`src/include/ctl_xfer_pkg.sv`:
```
/*
 * Constants, types and reset values for the control-transfer decode and timing block.
 * Assumes a single 250 MHz core clock; all counts except BOUND_XFERS are in processor clocks.
 */
package ctl_xfer_pkg;

    localparam logic [7:0]  OP_RET_NEAR     = 8'hc3;
    localparam logic [7:0]  OP_RET_NEAR_IMM = 8'hc2;
    localparam logic [7:0]  OP_RET_FAR      = 8'hcb;
    localparam logic [7:0]  OP_RET_FAR_IMM  = 8'hca;
    localparam logic [3:0]  OP_JCC_HI       = 4'h7;
    localparam logic [7:0]  OP_JUMP_IF_COUNT_ZERO         = 8'he3;
    localparam logic [7:0]  OP_LOOP         = 8'he2;
    localparam logic [7:0]  OP_LOOPZ        = 8'he1;
    localparam logic [7:0]  OP_LOOPNZ       = 8'he0;
    localparam logic [7:0]  OP_ENTER        = 8'hc8;
    localparam logic [7:0]  OP_LEAVE        = 8'hc9;
    localparam logic [7:0]  OP_OVERFLOW_TRAP         = 8'hce;
    localparam logic [7:0]  OP_INTERRUPT_RETURN         = 8'hcf;
    localparam logic [7:0]  OP_BOUND        = 8'h62;

    localparam logic [15:0] CYC_RET_NEAR_16 = 16'h0010;
    localparam logic [15:0] CYC_RET_NEAR_8  = 16'h0014;
    localparam logic [15:0] CYC_RET_IMM_16  = 16'h0012;
    localparam logic [15:0] CYC_RET_IMM_8   = 16'h0016;
    localparam logic [15:0] CYC_RET_FAR_16  = 16'h0016;
    localparam logic [15:0] CYC_RET_FAR_8   = 16'h001e;
    localparam logic [15:0] CYC_RETF_IMM_16 = 16'h0019;
    localparam logic [15:0] CYC_RETF_IMM_8  = 16'h0021;
    localparam logic [15:0] CYC_JCC_NOT     = 16'h0004;
    localparam logic [15:0] CYC_JCC_TAKEN   = 16'h000d;
    localparam logic [15:0] CYC_JUMP_IF_COUNT_ZERO_NOT    = 16'h0005;
    localparam logic [15:0] CYC_JUMP_IF_COUNT_ZERO_TAKEN  = 16'h000f;
    localparam logic [15:0] CYC_LOOP_EXIT   = 16'h0006;
    localparam logic [15:0] CYC_LOOP_BACK   = 16'h0010;
    localparam logic [15:0] CYC_ENTER0_16   = 16'h000f;
    localparam logic [15:0] CYC_ENTER0_8    = 16'h0013;
    localparam logic [15:0] CYC_ENTER1_16   = 16'h0019;
    localparam logic [15:0] CYC_ENTER1_8    = 16'h001d;
    localparam logic [15:0] CYC_ENTERN_16   = 16'h0016;
    localparam logic [15:0] CYC_ENTERN_8    = 16'h001a;
    localparam logic [15:0] CYC_LEAVE       = 16'h0008;
    localparam logic [15:0] CYC_OVERFLOW_TRAP_TAKEN  = 16'h0030;
    localparam logic [15:0] CYC_OVERFLOW_TRAP_NOT    = 16'h0004;
    localparam logic [15:0] CYC_INTERRUPT_RETURN        = 16'h001c;
    localparam logic [15:0] CYC_BOUND_MIN   = 16'h0021;
    localparam logic [15:0] CYC_BOUND_MAX   = 16'h0023;
    localparam logic [15:0] CYC_WORD_XFER   = 16'h0004;
    localparam logic [15:0] BOUND_XFERS     = 16'h0002;
    localparam logic [15:0] CYC_BOUND_WORD  = CYC_WORD_XFER * BOUND_XFERS;

    localparam int FL_C = 4;
    localparam int FL_Z = 3;
    localparam int FL_S = 2;
    localparam int FL_O = 1;
    localparam int FL_P = 0;

    typedef enum logic [2:0] {
        ST_IDLE = 3'b001,
        ST_OPER = 3'b010,
        ST_EXEC = 3'b100
    } phase_t;

    typedef struct packed {
        phase_t          phase;
        logic            bus8;
        logic            word;
        logic [7:0]      opcode;
        logic [15:0]     ip;
        logic [4:0]      fl;
        logic [15:0]     cx;
        logic [2:0][7:0] bytes;
        logic [1:0]      idx;
        logic [1:0]      need;
        logic [15:0]     cnt;
        logic            byte_ready;
        logic            done;
        logic            taken;
        logic [15:0]     next_ip;
        logic [15:0]     sp_adjust;
        logic [15:0]     frame_size;
        logic [7:0]      nest_level;
        logic            count_write;
        logic [15:0]     count_value;
        logic            overflow_trap;
        logic            unsupported;
        logic [15:0]     cycles;
    } ctl_state_t;

    localparam ctl_state_t CTL_RESET = '{phase: ST_IDLE, byte_ready: 1'b1, default: '0};

endpackage

```
`src/hw/ctl_xfer_decode.sv`:
```
/*
 * Decode and execution timing of the control-transfer instruction group.
 * Assumes the bus unit presents instruction bytes with a valid strobe on core_clk,
 * and that flags, count register and instruction address come from core_clk logic.
 */
`timescale 1ns/10ps

module ctl_xfer_decode (
    input  logic        core_clk,
    input  logic        srst,
    input  logic        bus8_variant,
    input  logic        word_op,
    input  logic        byte_valid,
    input  logic [7:0]  byte_data,
    input  logic [15:0] instr_ip,
    input  logic        carry_flag,
    input  logic        zero_flag,
    input  logic        sign_flag,
    input  logic        overflow_flag,
    input  logic        parity_flag,
    input  logic [15:0] count_register,
    output logic        byte_ready,
    output logic        done,
    output logic        taken,
    output logic [15:0] next_ip,
    output logic [15:0] sp_adjust,
    output logic [15:0] frame_size,
    output logic [7:0]  nest_level,
    output logic        count_write,
    output logic [15:0] count_value,
    output logic        overflow_trap,
    output logic        unsupported,
    output logic [15:0] cycles
);
    import ctl_xfer_pkg::*;

    ctl_state_t  s_reg;
    ctl_state_t  s_next;
    logic        fin;
    logic        tk;
    logic [15:0] fall;
    logic [15:0] h_cnt_reg;

    function automatic logic is_loop(input logic [7:0] op);
        is_loop = (op == OP_LOOP) || (op == OP_LOOPZ) || (op == OP_LOOPNZ);
    endfunction

    function automatic logic is_short(input logic [7:0] op);
        is_short = (op[7:4] == OP_JCC_HI) || is_loop(op) || (op == OP_JUMP_IF_COUNT_ZERO);
    endfunction

    function automatic logic [1:0] oper_len(input logic [7:0] op);
        if (op == OP_RET_NEAR_IMM || op == OP_RET_FAR_IMM) begin
            oper_len = 2'h2;
        end else if (op == OP_ENTER) begin
            oper_len = 2'h3;
        end else if (is_short(op) || op == OP_BOUND) begin
            oper_len = 2'h1;
        end else begin
            oper_len = 2'h0;
        end
    endfunction

    function automatic logic known(input logic [7:0] op);
        known = is_short(op) || (op == OP_RET_NEAR) || (op == OP_RET_NEAR_IMM)
              || (op == OP_RET_FAR) || (op == OP_RET_FAR_IMM) || (op == OP_ENTER)
              || (op == OP_LEAVE) || (op == OP_OVERFLOW_TRAP) || (op == OP_INTERRUPT_RETURN)
              || (op == OP_BOUND);
    endfunction

    // Displacement bytes that follow the mod-reg-r/m byte of the bounds check.
    function automatic logic [1:0] disp_len(input logic [7:0] modrm);
        if (modrm[7:6] == 2'h1) begin
            disp_len = 2'h1;
        end else if (modrm[7:6] == 2'h2) begin
            disp_len = 2'h2;
        end else if (modrm[7:6] == 2'h0 && modrm[2:0] == 3'h6) begin
            disp_len = 2'h2;
        end else begin
            disp_len = 2'h0;
        end
    endfunction

    function automatic logic cond_met(input logic [3:0] cc, input logic [4:0] f);
        logic base;
        case (cc[3:1])
            3'h0: base = f[FL_O];
            3'h1: base = f[FL_C];
            3'h2: base = f[FL_Z];
            3'h3: base = f[FL_C] | f[FL_Z];
            3'h4: base = f[FL_S];
            3'h5: base = f[FL_P];
            3'h6: base = f[FL_S] ^ f[FL_O];
            default: base = (f[FL_S] ^ f[FL_O]) | f[FL_Z];
        endcase
        cond_met = base ^ cc[0];
    endfunction

    function automatic logic [15:0] op_cycles(input logic [7:0] op, input logic b8,
                                              input logic t, input logic w,
                                              input logic [7:0] lvl, input logic [1:0] ext);
        logic [15:0] l16;
        l16 = {8'h00, lvl} - 16'h0001;
        op_cycles = CYC_LEAVE;
        if (op[7:4] == OP_JCC_HI) begin
            op_cycles = t ? CYC_JCC_TAKEN : CYC_JCC_NOT;
        end else if (op == OP_JUMP_IF_COUNT_ZERO) begin
            op_cycles = t ? CYC_JUMP_IF_COUNT_ZERO_TAKEN : CYC_JUMP_IF_COUNT_ZERO_NOT;
        end else if (is_loop(op)) begin
            op_cycles = t ? CYC_LOOP_BACK : CYC_LOOP_EXIT;
        end else if (op == OP_RET_NEAR) begin
            op_cycles = b8 ? CYC_RET_NEAR_8 : CYC_RET_NEAR_16;
        end else if (op == OP_RET_NEAR_IMM) begin
            op_cycles = b8 ? CYC_RET_IMM_8 : CYC_RET_IMM_16;
        end else if (op == OP_RET_FAR) begin
            op_cycles = b8 ? CYC_RET_FAR_8 : CYC_RET_FAR_16;
        end else if (op == OP_RET_FAR_IMM) begin
            op_cycles = b8 ? CYC_RETF_IMM_8 : CYC_RETF_IMM_16;
        end else if (op == OP_ENTER && lvl == 8'h00) begin
            op_cycles = b8 ? CYC_ENTER0_8 : CYC_ENTER0_16;
        end else if (op == OP_ENTER && lvl == 8'h01) begin
            op_cycles = b8 ? CYC_ENTER1_8 : CYC_ENTER1_16;
        end else if (op == OP_ENTER) begin
            op_cycles = b8 ? CYC_ENTERN_8 + (l16 << 4) + (l16 << 2)
                           : CYC_ENTERN_16 + (l16 << 4);
        end else if (op == OP_OVERFLOW_TRAP) begin
            op_cycles = t ? CYC_OVERFLOW_TRAP_TAKEN : CYC_OVERFLOW_TRAP_NOT;
        end else if (op == OP_INTERRUPT_RETURN) begin
            op_cycles = CYC_INTERRUPT_RETURN;
        end else if (op == OP_BOUND) begin
            // Displacement fetch accounts for the spread inside the 33 to 35 range.
            op_cycles = CYC_BOUND_MIN + {14'h0000, ext}
                      + (w ? CYC_BOUND_WORD : 16'h0000);
        end
    endfunction

    always_comb begin
        s_next = s_reg;
        fin = 1'b0;
        tk = 1'b0;
        fall = 16'h0000;
        s_next.done = 1'b0;
        s_next.unsupported = 1'b0;
        s_next.count_write = 1'b0;
        s_next.overflow_trap = 1'b0;
        case (s_reg.phase)
            ST_IDLE: begin
                if (byte_valid && s_reg.byte_ready) begin
                    s_next.opcode = byte_data;
                    s_next.ip = instr_ip;
                    s_next.bus8 = bus8_variant;
                    s_next.word = word_op;
                    s_next.fl = {carry_flag, zero_flag, sign_flag, overflow_flag, parity_flag};
                    s_next.cx = count_register;
                    s_next.idx = 2'h0;
                    s_next.need = oper_len(byte_data);
                    if (!known(byte_data)) begin
                        s_next.unsupported = 1'b1;
                    end else if (s_next.need == 2'h0) begin
                        fin = 1'b1;
                    end else begin
                        s_next.phase = ST_OPER;
                    end
                end
            end
            ST_OPER: begin
                if (byte_valid && s_reg.byte_ready) begin
                    s_next.bytes[s_reg.idx] = byte_data;
                    s_next.idx = s_reg.idx + 2'h1;
                    if (s_reg.opcode == OP_BOUND && s_reg.idx == 2'h0) begin
                        s_next.need = s_reg.need + disp_len(byte_data);
                    end
                    fin = (s_next.idx == s_next.need);
                end
            end
            ST_EXEC: begin
                s_next.cnt = s_reg.cnt - 16'h0001;
                if (s_reg.cnt == 16'h0001) begin
                    s_next.phase = ST_IDLE;
                    s_next.done = 1'b1;
                    s_next.count_write = is_loop(s_reg.opcode);
                    s_next.overflow_trap = (s_reg.opcode == OP_OVERFLOW_TRAP) && s_reg.taken;
                end
            end
            default: s_next.phase = ST_IDLE;
        endcase
        if (fin) begin
            fall = s_next.ip + {14'h0000, s_next.need} + 16'h0001;
            if (s_next.opcode[7:4] == OP_JCC_HI) begin
                tk = cond_met(s_next.opcode[3:0], s_next.fl);
            end else if (s_next.opcode == OP_JUMP_IF_COUNT_ZERO) begin
                tk = (s_next.cx == 16'h0000);
            end else if (is_loop(s_next.opcode)) begin
                s_next.count_value = s_next.cx - 16'h0001;
                tk = (s_next.count_value != 16'h0000)
                   && (s_next.opcode == OP_LOOP || s_next.fl[FL_Z] == s_next.opcode[0]);
            end else if (s_next.opcode == OP_OVERFLOW_TRAP) begin
                tk = s_next.fl[FL_O];
            end
            s_next.taken = tk;
            s_next.next_ip = (tk && is_short(s_next.opcode))
                           ? fall + {{8{s_next.bytes[0][7]}}, s_next.bytes[0]} : fall;
            s_next.sp_adjust = (s_next.opcode == OP_RET_NEAR_IMM || s_next.opcode == OP_RET_FAR_IMM)
                             ? {s_next.bytes[1], s_next.bytes[0]} : 16'h0000;
            if (s_next.opcode == OP_ENTER) begin
                s_next.frame_size = {s_next.bytes[1], s_next.bytes[0]};
                s_next.nest_level = s_next.bytes[2];
            end
            s_next.cnt = op_cycles(s_next.opcode, s_next.bus8, tk, s_next.word,
                                   s_next.bytes[2], s_next.need - 2'h1);
            s_next.cycles = s_next.cnt;
            s_next.phase = ST_EXEC;
        end
        // Refusing bytes during execution lets the bus unit hold the next opcode.
        s_next.byte_ready = (s_next.phase != ST_EXEC);
    end

    always_ff @(posedge core_clk) begin
        if (srst) begin
            s_reg <= CTL_RESET;
        end else begin
            s_reg <= s_next;
        end
    end

    // Clocks spent in execution, read only by the checks below.
    always_ff @(posedge core_clk) begin
        if (srst || s_reg.phase != ST_EXEC) begin
            h_cnt_reg <= 16'h0000;
        end else begin
            h_cnt_reg <= h_cnt_reg + 16'h0001;
        end
    end

    assign byte_ready = s_reg.byte_ready;
    assign done = s_reg.done;
    assign taken = s_reg.taken;
    assign next_ip = s_reg.next_ip;
    assign sp_adjust = s_reg.sp_adjust;
    assign frame_size = s_reg.frame_size;
    assign nest_level = s_reg.nest_level;
    assign count_write = s_reg.count_write;
    assign count_value = s_reg.count_value;
    assign overflow_trap = s_reg.overflow_trap;
    assign unsupported = s_reg.unsupported;
    assign cycles = s_reg.cycles;

    property p_ret_near;
        @(posedge core_clk) disable iff (srst)
        done && s_reg.opcode == OP_RET_NEAR
        |-> h_cnt_reg == (s_reg.bus8 ? CYC_RET_NEAR_8 : CYC_RET_NEAR_16);
    endproperty
    a_ret_near: assert property (p_ret_near) else $error("near return timing wrong");

    property p_ret_imm;
        @(posedge core_clk) disable iff (srst)
        done && s_reg.opcode == OP_RET_NEAR_IMM
        |-> h_cnt_reg == (s_reg.bus8 ? CYC_RET_IMM_8 : CYC_RET_IMM_16)
            && sp_adjust == {s_reg.bytes[1], s_reg.bytes[0]};
    endproperty
    a_ret_imm: assert property (p_ret_imm) else $error("near return adjust wrong");

    property p_retf_imm;
        @(posedge core_clk) disable iff (srst)
        done && s_reg.opcode == OP_RET_FAR_IMM
        |-> h_cnt_reg == (s_reg.bus8 ? CYC_RETF_IMM_8 : CYC_RETF_IMM_16);
    endproperty
    a_retf_imm: assert property (p_retf_imm) else $error("far return timing wrong");

    property p_jcc;
        @(posedge core_clk) disable iff (srst)
        done && s_reg.opcode[7:4] == OP_JCC_HI
        |-> h_cnt_reg == (taken ? CYC_JCC_TAKEN : CYC_JCC_NOT);
    endproperty
    a_jcc: assert property (p_jcc) else $error("short jump timing wrong");

    property p_jz;
        @(posedge core_clk) disable iff (srst)
        s_reg.phase == ST_EXEC && s_reg.opcode == 8'h74 |-> taken == s_reg.fl[FL_Z];
    endproperty
    a_jz: assert property (p_jz) else $error("equal jump decision wrong");

    property p_jl;
        @(posedge core_clk) disable iff (srst)
        s_reg.phase == ST_EXEC && s_reg.opcode == 8'h7c
        |-> taken == (s_reg.fl[FL_S] != s_reg.fl[FL_O]);
    endproperty
    a_jl: assert property (p_jl) else $error("signed less decision wrong");

    property p_jump_if_count_zero;
        @(posedge core_clk) disable iff (srst)
        $rose(s_reg.phase == ST_EXEC) && s_reg.opcode == OP_JUMP_IF_COUNT_ZERO
        |-> taken == (s_reg.cx == 16'h0000);
    endproperty
    a_jump_if_count_zero: assert property (p_jump_if_count_zero) else $error("count zero jump wrong");

    property p_loop;
        @(posedge core_clk) disable iff (srst)
        done && s_reg.opcode == OP_LOOP
        |-> count_write && taken == (count_value != 16'h0000) && count_value == s_reg.cx - 16'h0001;
    endproperty
    a_loop: assert property (p_loop) else $error("loop count wrong");

    property p_enter1;
        @(posedge core_clk) disable iff (srst)
        done && s_reg.opcode == OP_ENTER && nest_level == 8'h01
        |-> h_cnt_reg == (s_reg.bus8 ? CYC_ENTER1_8 : CYC_ENTER1_16);
    endproperty
    a_enter1: assert property (p_enter1) else $error("entry level one timing wrong");

    property p_overflow_trap;
        @(posedge core_clk) disable iff (srst)
        done && s_reg.opcode == OP_OVERFLOW_TRAP
        |-> overflow_trap == s_reg.fl[FL_O]
            && h_cnt_reg == (s_reg.fl[FL_O] ? CYC_OVERFLOW_TRAP_TAKEN : CYC_OVERFLOW_TRAP_NOT);
    endproperty
    a_overflow_trap: assert property (p_overflow_trap) else $error("overflow trap wrong");

    property p_bound;
        @(posedge core_clk) disable iff (srst)
        done && s_reg.opcode == OP_BOUND && !s_reg.word
        |-> h_cnt_reg >= CYC_BOUND_MIN && h_cnt_reg <= CYC_BOUND_MAX;
    endproperty
    a_bound: assert property (p_bound) else $error("bounds check timing out of range");

    property p_short_target;
        @(posedge core_clk) disable iff (srst)
        done && taken && s_reg.opcode[7:4] == OP_JCC_HI
        |-> next_ip == s_reg.ip + 16'h0002 + {{8{s_reg.bytes[0][7]}}, s_reg.bytes[0]};
    endproperty
    a_short_target: assert property (p_short_target) else $error("branch target wrong");

    property p_busy;
        @(posedge core_clk) disable iff (srst)
        s_reg.phase == ST_EXEC |-> !byte_ready ##1 (done || !byte_ready);
    endproperty
    a_busy: assert property (p_busy) else $error("byte taken during execution");

endmodule // ctl_xfer_decode

```
`config.mk`:
```
export PLATFORM = sky130hd
export DESIGN_NAME = ctl_xfer_decode
export DESIGN_NICKNAME = d
export VERILOG_FILES = /design/src/include/ctl_xfer_pkg.sv /design/src/hw/ctl_xfer_decode.sv
export SDC_FILE = /design/constraint.sdc
export NUM_CORES = 1
export LEC_CHECK = 0
export BUFFER_PORTS_ARGS = -buffer_cell sky130_fd_sc_hd__buf_2
export CORE_MARGIN = 4
export CORE_UTILIZATION = 50
export CTS_BUF_LIST = sky130_fd_sc_hd__clkbuf_4
export CTS_CLUSTER_SIZE = 14
export DETAILED_ROUTE_END_ITERATION = 7
export MAX_ROUTING_LAYER = met4
export PLACE_DENSITY = 0.7
export SYNTH_ARGS = -nofsm -noshare
export SYNTH_HDL_FRONTEND = slang
export SYNTH_SLANG_ARGS = --single-unit
```
`constraint.sdc`:
```
create_clock -name core_clk -period 7.3 [get_ports core_clk]
set_clock_uncertainty 0.1 [all_clocks]
set_input_delay 0.73 -clock core_clk [delete_from_list [all_inputs] [get_ports core_clk]]
set_output_delay 0.73 -clock core_clk [all_outputs]
set_load 0.01 [all_outputs]
```
==> impl_metrics.ini, run 1 <==
[outcome]
outcome = completed

[placed_design]
finalWeightedCongestion = 0.988
port_buffers = 143
placed_cell_area_um2 = 11900
dpl.hpwl_um = 22400

[timing]
report.final.slew_viol_count = 0
setup_viol_count_final = 0
hold_ws_ns = 0.260
fmax_mhz = 173
unrepaired_setup_endpoints_after_global_routing = false
post_route_fraction_of_the_period_consumed_by_the_critical_path = 0.793
tightest_slew_ns = 1.10
finalSetupTns_ns = 0
max_slew_margin = 0.266
period_needed_ns = 5.79
hold_violations = 0

[routing]
post_drt_wl_per_cell_um = 17.0
vias = 10300
detail_route.drc_violations = 0
drt-total-wl_um = 30700
detailedRoute.firstPassIterationCount = 6
detail_route.iter0.violations = 915
drtAntennaViolNets = 0
drt-vias-per-instance = 5.70

[critical_path]
worst_path_max_fanout = 9
critical_path.endpoint_type = flip-flop
startpoint_type = flip-flop
timing.setup.critical_path_class = reg2reg
critical-path-max-stage-delay_ns = 0.62
crit_arrival_ns = 6.27
critPathRequiredTime_ns = 7.78
cp_slowest_cell = nor4b_1
timing.critical_path.cells = nor4b_1 -> nand3_1 -> nor2_1 -> xor2_1 -> a221oi_1 -> inv_1 -> ha_1 -> a21o_1 -> and2_1 -> or4b_4 -> xor2_1 -> ha_1 -> or2_2 -> a2111oi_0 -> o31ai_1 -> a21oi_1 -> xnor2_1 -> mux2i_1 -> a21oi_1

[global_routing]
initial_antenna_violation_count = 1
grt_util_all_layers = 0.236
grt_pass1_vias = 9661
maximum_number_of_pins_on_one_net_before_global_route_repair = 98
grt-ovfl-total = 0
wire_length_of_the_first_global_routing_pass_um = 49600

[synthesis]
ys_seq_elements = 187
synth-main-ff-cell = dfxtp_1
synth_most_common_cell = dfxtp_1
synth.yosys.warnings = 0
syn_inst = 1476
asyncSetResetFlopFracSynth = 0
synth_nets = 1570
ys_seq_area_frac = 0.319
yosys.area.top_type = dfxtp_1
mappedNetlistArea_um2 = 11700
synth_commonest_cells = dfxtp_1 (187), nor2_1 (181), nand2_1 (159)
synth_area_leaders = dfxtp_1 (32%), mux2i_1 (6.2%), nor2_1 (5.8%)
synth-edff-count = 0
ys_types = 85
synthesis.area_per_instance_um2 = 7.94
synth_top_area_share = 0.319

[clock_tree]
cts_max_path_bufs = 2
post-cts-setup-buffer-count = 0
clkLatencyLatePin_ns = 0.62
number_of_buffers_inserted_during_clock_tree_synthesis = 17
cts_max_level = 4
post_cts_resized = 0
clk_transition_reported_paths_ns = 0.20
tritoncts = yes
cts-hold-fix-buffers = 0
clkSinkCount = 187
clock_tree.root_cell = clkbuf_4

[final_layout]
drive_above_1_share = 0.144
final_area_um2 = 12200
largest_register_ffs = 94
n_fill_cell = 2237
fin_util = 0.534
final_net_count = 1572
synth_to_final_area_change_pct = 4.03

[pwr]
power.ir.vdd_worst_v = 0.000102
power-per-cell-area_nw_per_um2 = 163
cellLeakagePower_nw = 5.41

[die]
start_util = 0.513
row_count = 55
chipHeight_um = 161
coreArea_um2 = 22800
ioPinCount = 144
dieWidth_um = 161
design.die.area_um2 = 26000

[min_path]
hold_class = in2reg

[job]
maxCapViolations = 0
==> power by group <==
| group | internal, mW | switching (mW) | leakage [nW] |
|---|---|---|---|
| Sequential | 1.04 | 0.0199 | 1.52 |
| Clock | 0.167 | 0.441 | 0.162 |
| Combinational | 0.114 | 0.200 | 3.73 |
==> area by class of cell <==
type / count / area [um^2] / share of cell area
well taps: 313 / 392 / 0.0321
diodes: 1 / 2.50 / 0.000205
clock buffers: 17 / 128 / 0.0105
inverters: 48 / 180 / 0.0148
repair buffers: 149 / 763 / 0.0626
flip-flops and latches: 187 / 3740 / 0.307
multi-input cells: 1075 / 6810 / 0.558
clock inverters: 15 / 181 / 0.0149
==> path summary, 6_finish.rpt <==
check	from	end	cells after the start	slack (ns)
min reg2reg	cycles[4]	cycles[4]	2	0.36
max reg2reg	s_reg[176]	next_ip[14]	19	1.51
min	parity_flag	s_reg[154]	3	0.26
max	s_reg[176]	next_ip[14]	19	1.51
==> per-layer routing <==
layer  vias to the layer above  track usage  wire length (um)
met5                         -            -                 0
met1                      4780        0.319             14200
met3                        57       0.0365              1990
li1                       5073            -                 -
met4                         0       0.0744               738
met2                       374        0.367             13800
==> critical path: cells and delay by family (launching register included) <==
family          cells  cell delay [ns]
buf+inv             1             0.17
fa+ha+maj           2             0.55
xor+xnor            3             0.42
compound gates      6             1.75
flops               1             0.53
mux                 1             0.08
simple gates        6             2.13
==> metrics by stage <==
step	total power [mW]	instances	setup WS [ns]
final	1.99	1805	1.51
after global routing	2.08	1805	1.08
after CTS	1.99	1804	1.68
after detailed placement	1.39	1772	1.51
after global placement	1.39	1772	1.64
after floorplan	1.31	1476	1.62
==> layout by cell type (no fill, tap or decap), drive strengths merged, types with 45 or more instances in the layout <==
cell and count:
a21oi 119, buf 149, dfxtp 187, inv 57
mux2i 74, nand2 161, nor2 185, nor3 52
o21ai 66, xnor2 45
==> cells by family (layout without fill, tap and decap cells) <==
family,count (synthesis),after routing,share of synthesized area
simple gates,554,554,0.228
compound gates,322,322,0.172
other cells,0,1,0
mux,79,79,0.0690
fa+ha+maj,44,44,0.0489
xor+xnor,76,76,0.0604
flops,187,187,0.319
buf+inv,214,229,0.102
No activity file was read; power rests on OpenSTA's default activity.
==> run 2, diff against run 1 <==
--- a/config.mk
+++ b/config.mk
@@ -5,6 +5,7 @@
 export SDC_FILE = /design/constraint.sdc
 export NUM_CORES = 1
 export LEC_CHECK = 0
+export ABC_AREA = 1
 export BUFFER_PORTS_ARGS = -buffer_cell sky130_fd_sc_hd__buf_2
 export CORE_MARGIN = 4
 export CORE_UTILIZATION = 50
==> constraint.sdc (replaced) <==
create_clock -name core_clk -period 6 [get_ports core_clk]
set_clock_uncertainty 0.1 [all_clocks]
set_input_delay 0.6 -clock core_clk [delete_from_list [all_inputs] [get_ports core_clk]]
set_output_delay 0.6 -clock core_clk [all_outputs]
set_load 0.01 [all_outputs]
==> impl_metrics.ini, run 2 <==
[critical_path]
worst_path_max_fanout = 18
critical-path-max-stage-delay_ns = 0.75
cpLargestDelayFamily = simple AND/OR/NAND/NOR gates
startpoint_type = flip-flop
cp_slowest_cell = dfxtp_1
timing.setup.critical_path_class = reg2reg
crit_arrival_ns = 5.63
timing.rr.start = byte_ready
timing.reg2reg.setup_slack_ns = 0.79
r2r.worst_path.cells = 25
critical_path.endpoint_type = flip-flop
critPathRequiredTime_ns = 6.42
r2r_end = cycles[14]
crit_buf_inv = 3

[placed_design]
pre_cts_ws_ns = 0.771
placed_cell_area_um2 = 12300
port_buffers = 143
finalWeightedCongestion = 0.972
dpl.hpwl_um = 25100

[clock_tree]
clkLatencyLatePin_ns = 0.63
clk_transition_reported_paths_ns = 0.20
clkSinkCount = 187
tritoncts = yes
post-cts-setup-buffer-count = 0
number_of_buffers_inserted_during_clock_tree_synthesis = 17
clock_tree.root_cell = clkbuf_4
cts_max_level = 4
cts-hold-fix-buffers = 0
cts_max_path_bufs = 2
post_cts_resized = 0

[die]
ioPinCount = 144
row_count = 56
start_util = 0.512
chipHeight_um = 164
coreArea_um2 = 23700
design.die.area_um2 = 26800
dieWidth_um = 164

[final_layout]
n_fill_cell = 2463
final_cell_mix = nand2_1 (455), nor2_1 (242), inv_1 (195)
synth_to_final_area_change_pct = 4.09
final_net_count = 1962
drive_above_1_share = 0.138
register_area_um2 = 3740
multiInputGateArea_um2 = 6610
layout_commonest_cell = nand2_1
largest_register_ffs = 94
final_area_um2 = 12600

[timing]
fmax_mhz = 192
hold_ws_ns = 0.169
final_critical_path_setup_slack_ns = 0.789
report.final.slew_viol_count = 0
tightest_slew_ns = 1.05
unrepaired_setup_endpoints_after_global_routing = false
hold_violations = 0
period_needed_ns = 5.21
setup_viol_count_final = 0
max_slew_margin = 0.300
finalSetupTns_ns = 0
post_route_fraction_of_the_period_consumed_by_the_critical_path = 0.869

[routing]
detailedRoute.firstPassIterationCount = 5
drtAntennaViolNets = 0
drt-vias-per-instance = 5.18
vias = 11400
detail_route.drc_violations = 0
detail_route.iter0.violations = 757
drt-total-wl_um = 33100
post_drt_wl_per_cell_um = 15.0

[global_routing]
initial_antenna_violation_count = 2
grt-ovfl-total = 0
grt_pass1_vias = 10700
grt_util_all_layers = 0.254
maximum_number_of_pins_on_one_net_before_global_route_repair = 82
wire_length_of_the_first_global_routing_pass_um = 54000

[synthesis]
syn_inst = 1850
synth_nets = 1944
synth_top_area_share = 0.309
synth_most_common_cell = nand2_1
synth_commonest_cells = nand2_1 (455), nor2_1 (242), inv_1 (195)
ys_types = 57
mappedNetlistArea_um2 = 12100
asyncSetResetFlopFracSynth = 0
synth-edff-count = 0
synth_area_leaders = dfxtp_1 (31%), nand2_1 (14%), nor2_1 (7.5%)
yosys.area.top_type = dfxtp_1
synth.yosys.warnings = 0
synth-main-ff-cell = dfxtp_1
ys_seq_elements = 187
synthesis.area_per_instance_um2 = 6.56
ys_seq_area_frac = 0.309

[pwr]
cellLeakagePower_nw = 6.39
power-per-cell-area_nw_per_um2 = 333
power.ir.vdd_worst_v = 0.000145

[min_path]
worst_hold_path.endpoint = s_reg[154]
hold_class = in2reg
hold_startpoint = parity_flag
timing.hold.worst_path_depth = 3

[outcome]
outcome = completed

[job]
maxCapViolations = 0
## run 2: changes by cell type in the layout (fill, tap and decap cells not counted), moves of 36 or more
cell,before,now
nor2_1,180,242
a211oi_1,38,2
inv_1,48,195
nand2_1,159,455
mux2i_1,73,3
nand3_1,31,144
## run 2: layer usage
| metal | GRT usage | wire (um) | up-vias |
|---|---|---|---|
| met3 | 0.0354 | 1740 | 36 |
| met1 | 0.341 | 15500 | 5197 |
| met2 | 0.408 | 15300 | 331 |
| li1 | - | - | 5841 |
| met4 | 0.0637 | 576 | 0 |
| met5 | - | 0 | - |
## run 2: cells by family (layout without fill, tap and decap cells)
kind of cell / count (synthesis) / after routing / share of synthesized area
AND/OR/NAND/NOR: 946 / 946 / 0.339
buffers and inverters: 358 / 389 / 0.147
AO/OA/AOI/OAI: 266 / 266 / 0.122
flip-flops: 187 / 187 / 0.309
XOR/XNOR: 46 / 46 / 0.0338
adder cells (fa/ha/maj): 44 / 44 / 0.0472
multiplexers: 3 / 3 / 0.00247
other: 0 / 2 / 0
## run 2: worst register-to-register path, cell delays in order (launching register included)
cell and delay [ns]:
dfxtp_1 0.75, nand2_8 0.23, nor2_4 0.39, nand2_4 0.20, o21ai_4 0.25, inv_1 0.18
nor2_4 0.17, nand3_1 0.13, nor2_1 0.12, nand2_1 0.07, xor2_1 0.27, inv_1 0.13
ha_1 0.31, ha_1 0.32, nand2_1 0.07, o21ai_0 0.17, a21oi_1 0.07, nor2_1 0.10
inv_1 0.06, nand2_1 0.05, a21oi_1 0.06, or2_2 0.29, or2_2 0.28, nand3_1 0.07
nand3_1 0.13, a21oi_1 0.16
## run 2: worst max path at each step
stage / from / end / depth (start not counted) / slack, ns
after floorplan: byte_valid / next_ip[14] / 30 / 1.39
after global routing: byte_ready / cycles[14] / 25 / 0.15
after global placement: byte_valid / cycles[14] / 26 / 0.92
after CTS: byte_ready / cycles[14] / 25 / 0.82
after detailed placement: byte_valid / cycles[14] / 26 / 0.77
final: byte_ready / cycles[14] / 25 / 0.79
## run 2: area by class of cell
class	count	share of cell area
antenna	2	0.000396
tap	319	0.0316
timing repair buffer	153	0.0628
inverter	204	0.0608
clock buffer	17	0.0101
clock inverter	15	0.0150
sequential	187	0.296
multi-input combinational	1305	0.523
## run 2: metrics by stage
step / util / power [mW] / std cells
after floorplan: - / 3.05 / 1850
after global placement: 0.520 / 3.43 / 2168
after detailed placement: 0.520 / 3.45 / 2168
after CTS: 0.533 / 4.20 / 2200
after global routing: 0.533 / 4.54 / 2202
final: 0.533 / 4.21 / 2202
## run 2: power by group
group	switching [mW]	internal, mW	leakage [nW]	total (mW)
Combinational	1.38	0.641	4.71	2.02
Sequential	0.0772	1.36	1.52	1.44
Clock	0.543	0.203	0.165	0.746
==> run 3, diff against run 2 <==
--- a/config.mk
+++ b/config.mk
@@ -7,13 +7,13 @@
 export LEC_CHECK = 0
 export ABC_AREA = 1
 export BUFFER_PORTS_ARGS = -buffer_cell sky130_fd_sc_hd__buf_2
-export CORE_MARGIN = 4
-export CORE_UTILIZATION = 50
+export CORE_MARGIN = 2
+export CORE_UTILIZATION = 45
 export CTS_BUF_LIST = sky130_fd_sc_hd__clkbuf_4
 export CTS_CLUSTER_SIZE = 14
 export DETAILED_ROUTE_END_ITERATION = 7
 export MAX_ROUTING_LAYER = met4
-export PLACE_DENSITY = 0.7
+export SLEW_MARGIN = 10
 export SYNTH_ARGS = -nofsm -noshare
 export SYNTH_HDL_FRONTEND = slang
 export SYNTH_SLANG_ARGS = --single-unit
==> impl_metrics.ini, run 3 (same netlist as run 2, synthesis figures left out) <==
[placed_design]
finalWeightedCongestion = 0.937
port_buffers = 143
dpl.hpwl_um = 25500
placed_cell_area_um2 = 12400

[die]
dieWidth_um = 168
start_util = 0.454
ioPinCount = 144
chipHeight_um = 168
design.die.area_um2 = 28300
coreArea_um2 = 26700
row_count = 60

[job]
maxCapViolations = 0

[pwr]
design_power_total_mw = 4.21
power.sequential.fraction = 0.341
p_sw_mw = 2.00
share_clk_of_total_power = 0.178
power.ir.vdd_worst_v = 0.000158
share_of_total_power_consumed_by_net_switching = 0.476
cellLeakagePower_nw = 6.40
power.combinational.fraction = 0.481
power-per-cell-area_nw_per_um2 = 332
p_int_mw = 2.21

[routing]
drtAntennaViolNets = 0
post_drt_wl_per_cell_um = 15.1
vias = 11300
drt-vias-per-instance = 5.09
detail_route.drc_violations = 0
detail_route.iter0.violations = 744
detailedRoute.firstPassIterationCount = 6
drt-total-wl_um = 33600

[timing]
max_slew_margin = 0.264
hold_ws_ns = 0.166
period_needed_ns = 5.19
setup_viol_count_final = 0
hold_violations = 0
post_route_fraction_of_the_period_consumed_by_the_critical_path = 0.865
finalSetupTns_ns = 0
unrepaired_setup_endpoints_after_global_routing = false
fmax_mhz = 193
tightest_slew_ns = 1.10
report.final.slew_viol_count = 0

[final_layout]
drive_above_1_share = 0.139
final_cell_mix = nand2_1 (455), nor2_1 (242), inv_1 (195)
largest_register_ffs = 94
multiInputGateArea_um2 = 6610
final_net_count = 1964
final_area_um2 = 12700
register_area_um2 = 3740
fin_util = 0.474
layout_commonest_cell = nand2_1
synth_to_final_area_change_pct = 4.42
n_fill_cell = 2816

[clock_tree]
cts_max_level = 4
clock_tree.root_cell = clkbuf_4
clkSinkCount = 187
post_cts_resized = 0
cts-hold-fix-buffers = 0
clk_transition_reported_paths_ns = 0.18
tritoncts = yes
cts_max_path_bufs = 2
clkLatencyLatePin_ns = 0.60
post-cts-setup-buffer-count = 0
number_of_buffers_inserted_during_clock_tree_synthesis = 17

[global_routing]
wire_length_of_the_first_global_routing_pass_um = 54600
maximum_number_of_pins_on_one_net_before_global_route_repair = 56
grt_util_all_layers = 0.244
groute.layer.met1.usage = 0.330
grt_pass1_vias = 10600
grt_met2_usage = 0.391
use_met3 = 0.0308
grt-ovfl-total = 0
globalRoute.busiestLayer = met2
initial_antenna_violation_count = 1

[critical_path]
crit_arrival_ns = 5.59
critPathRequiredTime_ns = 6.41
critical_path.endpoint_type = flip-flop
timing.setup.critical_path_class = reg2reg
worst_path_max_fanout = 18
startpoint_type = flip-flop

[min_path]
hold_class = in2reg

[outcome]
outcome = completed
==> run 3: path summary, 6_finish.rpt <==
kind               start          to  slack (ns)  cells past startpoint
max           byte_ready  cycles[14]        0.81                     25
min          instr_ip[1]  s_reg[160]        0.17                      3
max reg2reg   byte_ready  cycles[14]        0.81                     25
min reg2reg   next_ip[7]  next_ip[7]        0.37                      2
==> run 3: area by class of cell <==
cell class	count	share of cell area
multi-input cells	1305	0.521
flip-flops and latches	187	0.295
repair buffers	155	0.0638
inverters	204	0.0606
well taps	341	0.0337
clock inverters	15	0.0147
clock buffers	17	0.0101
diodes	2	0.000395
==> run 3: stage by stage <==
stage,instances,worst slack (ns)
global route,2225,0.254
floorplan,1850,1.39
finish,2226,0.813
CTS,2224,0.830
detailed placement,2192,0.788
global placement,2192,0.888
==> run 3: per-layer routing <==
metal,wire [um],share of wire
met5,0,0
met4,452,0.013
met3,1400,0.042
met2,15500,0.46
met1,16300,0.48
==> run 3: power groups by stage <==
stage	Sequential, mW	Clock (mW)	Combinational, mW
after floorplan	1.43	0	1.62
after global placement	1.46	0	1.99
after detailed placement	1.46	0	2.01
after CTS	1.43	0.770	2.02
after global routing	1.45	0.815	2.30
final	1.44	0.749	2.02
==> run 3: worst max-delay path: stages, from the launching register on <==
cell and delay (ns):
dfxtp_1 0.78, nand2_8 0.23, nor2_4 0.38, nand2_4 0.20
o21ai_4 0.25, inv_1 0.18, nor2_4 0.16, nand3_1 0.12
nor2_1 0.11, nand2_1 0.07, xor2_1 0.29, inv_1 0.13
ha_1 0.31, ha_1 0.31, nand2_1 0.07, nor3_1 0.14
a21oi_1 0.11, nor2_1 0.09, inv_1 0.05, nand2_1 0.05
a21oi_1 0.06, or2_2 0.29, or2_2 0.27, nand3_1 0.07
nand3_1 0.12, a21oi_1 0.15
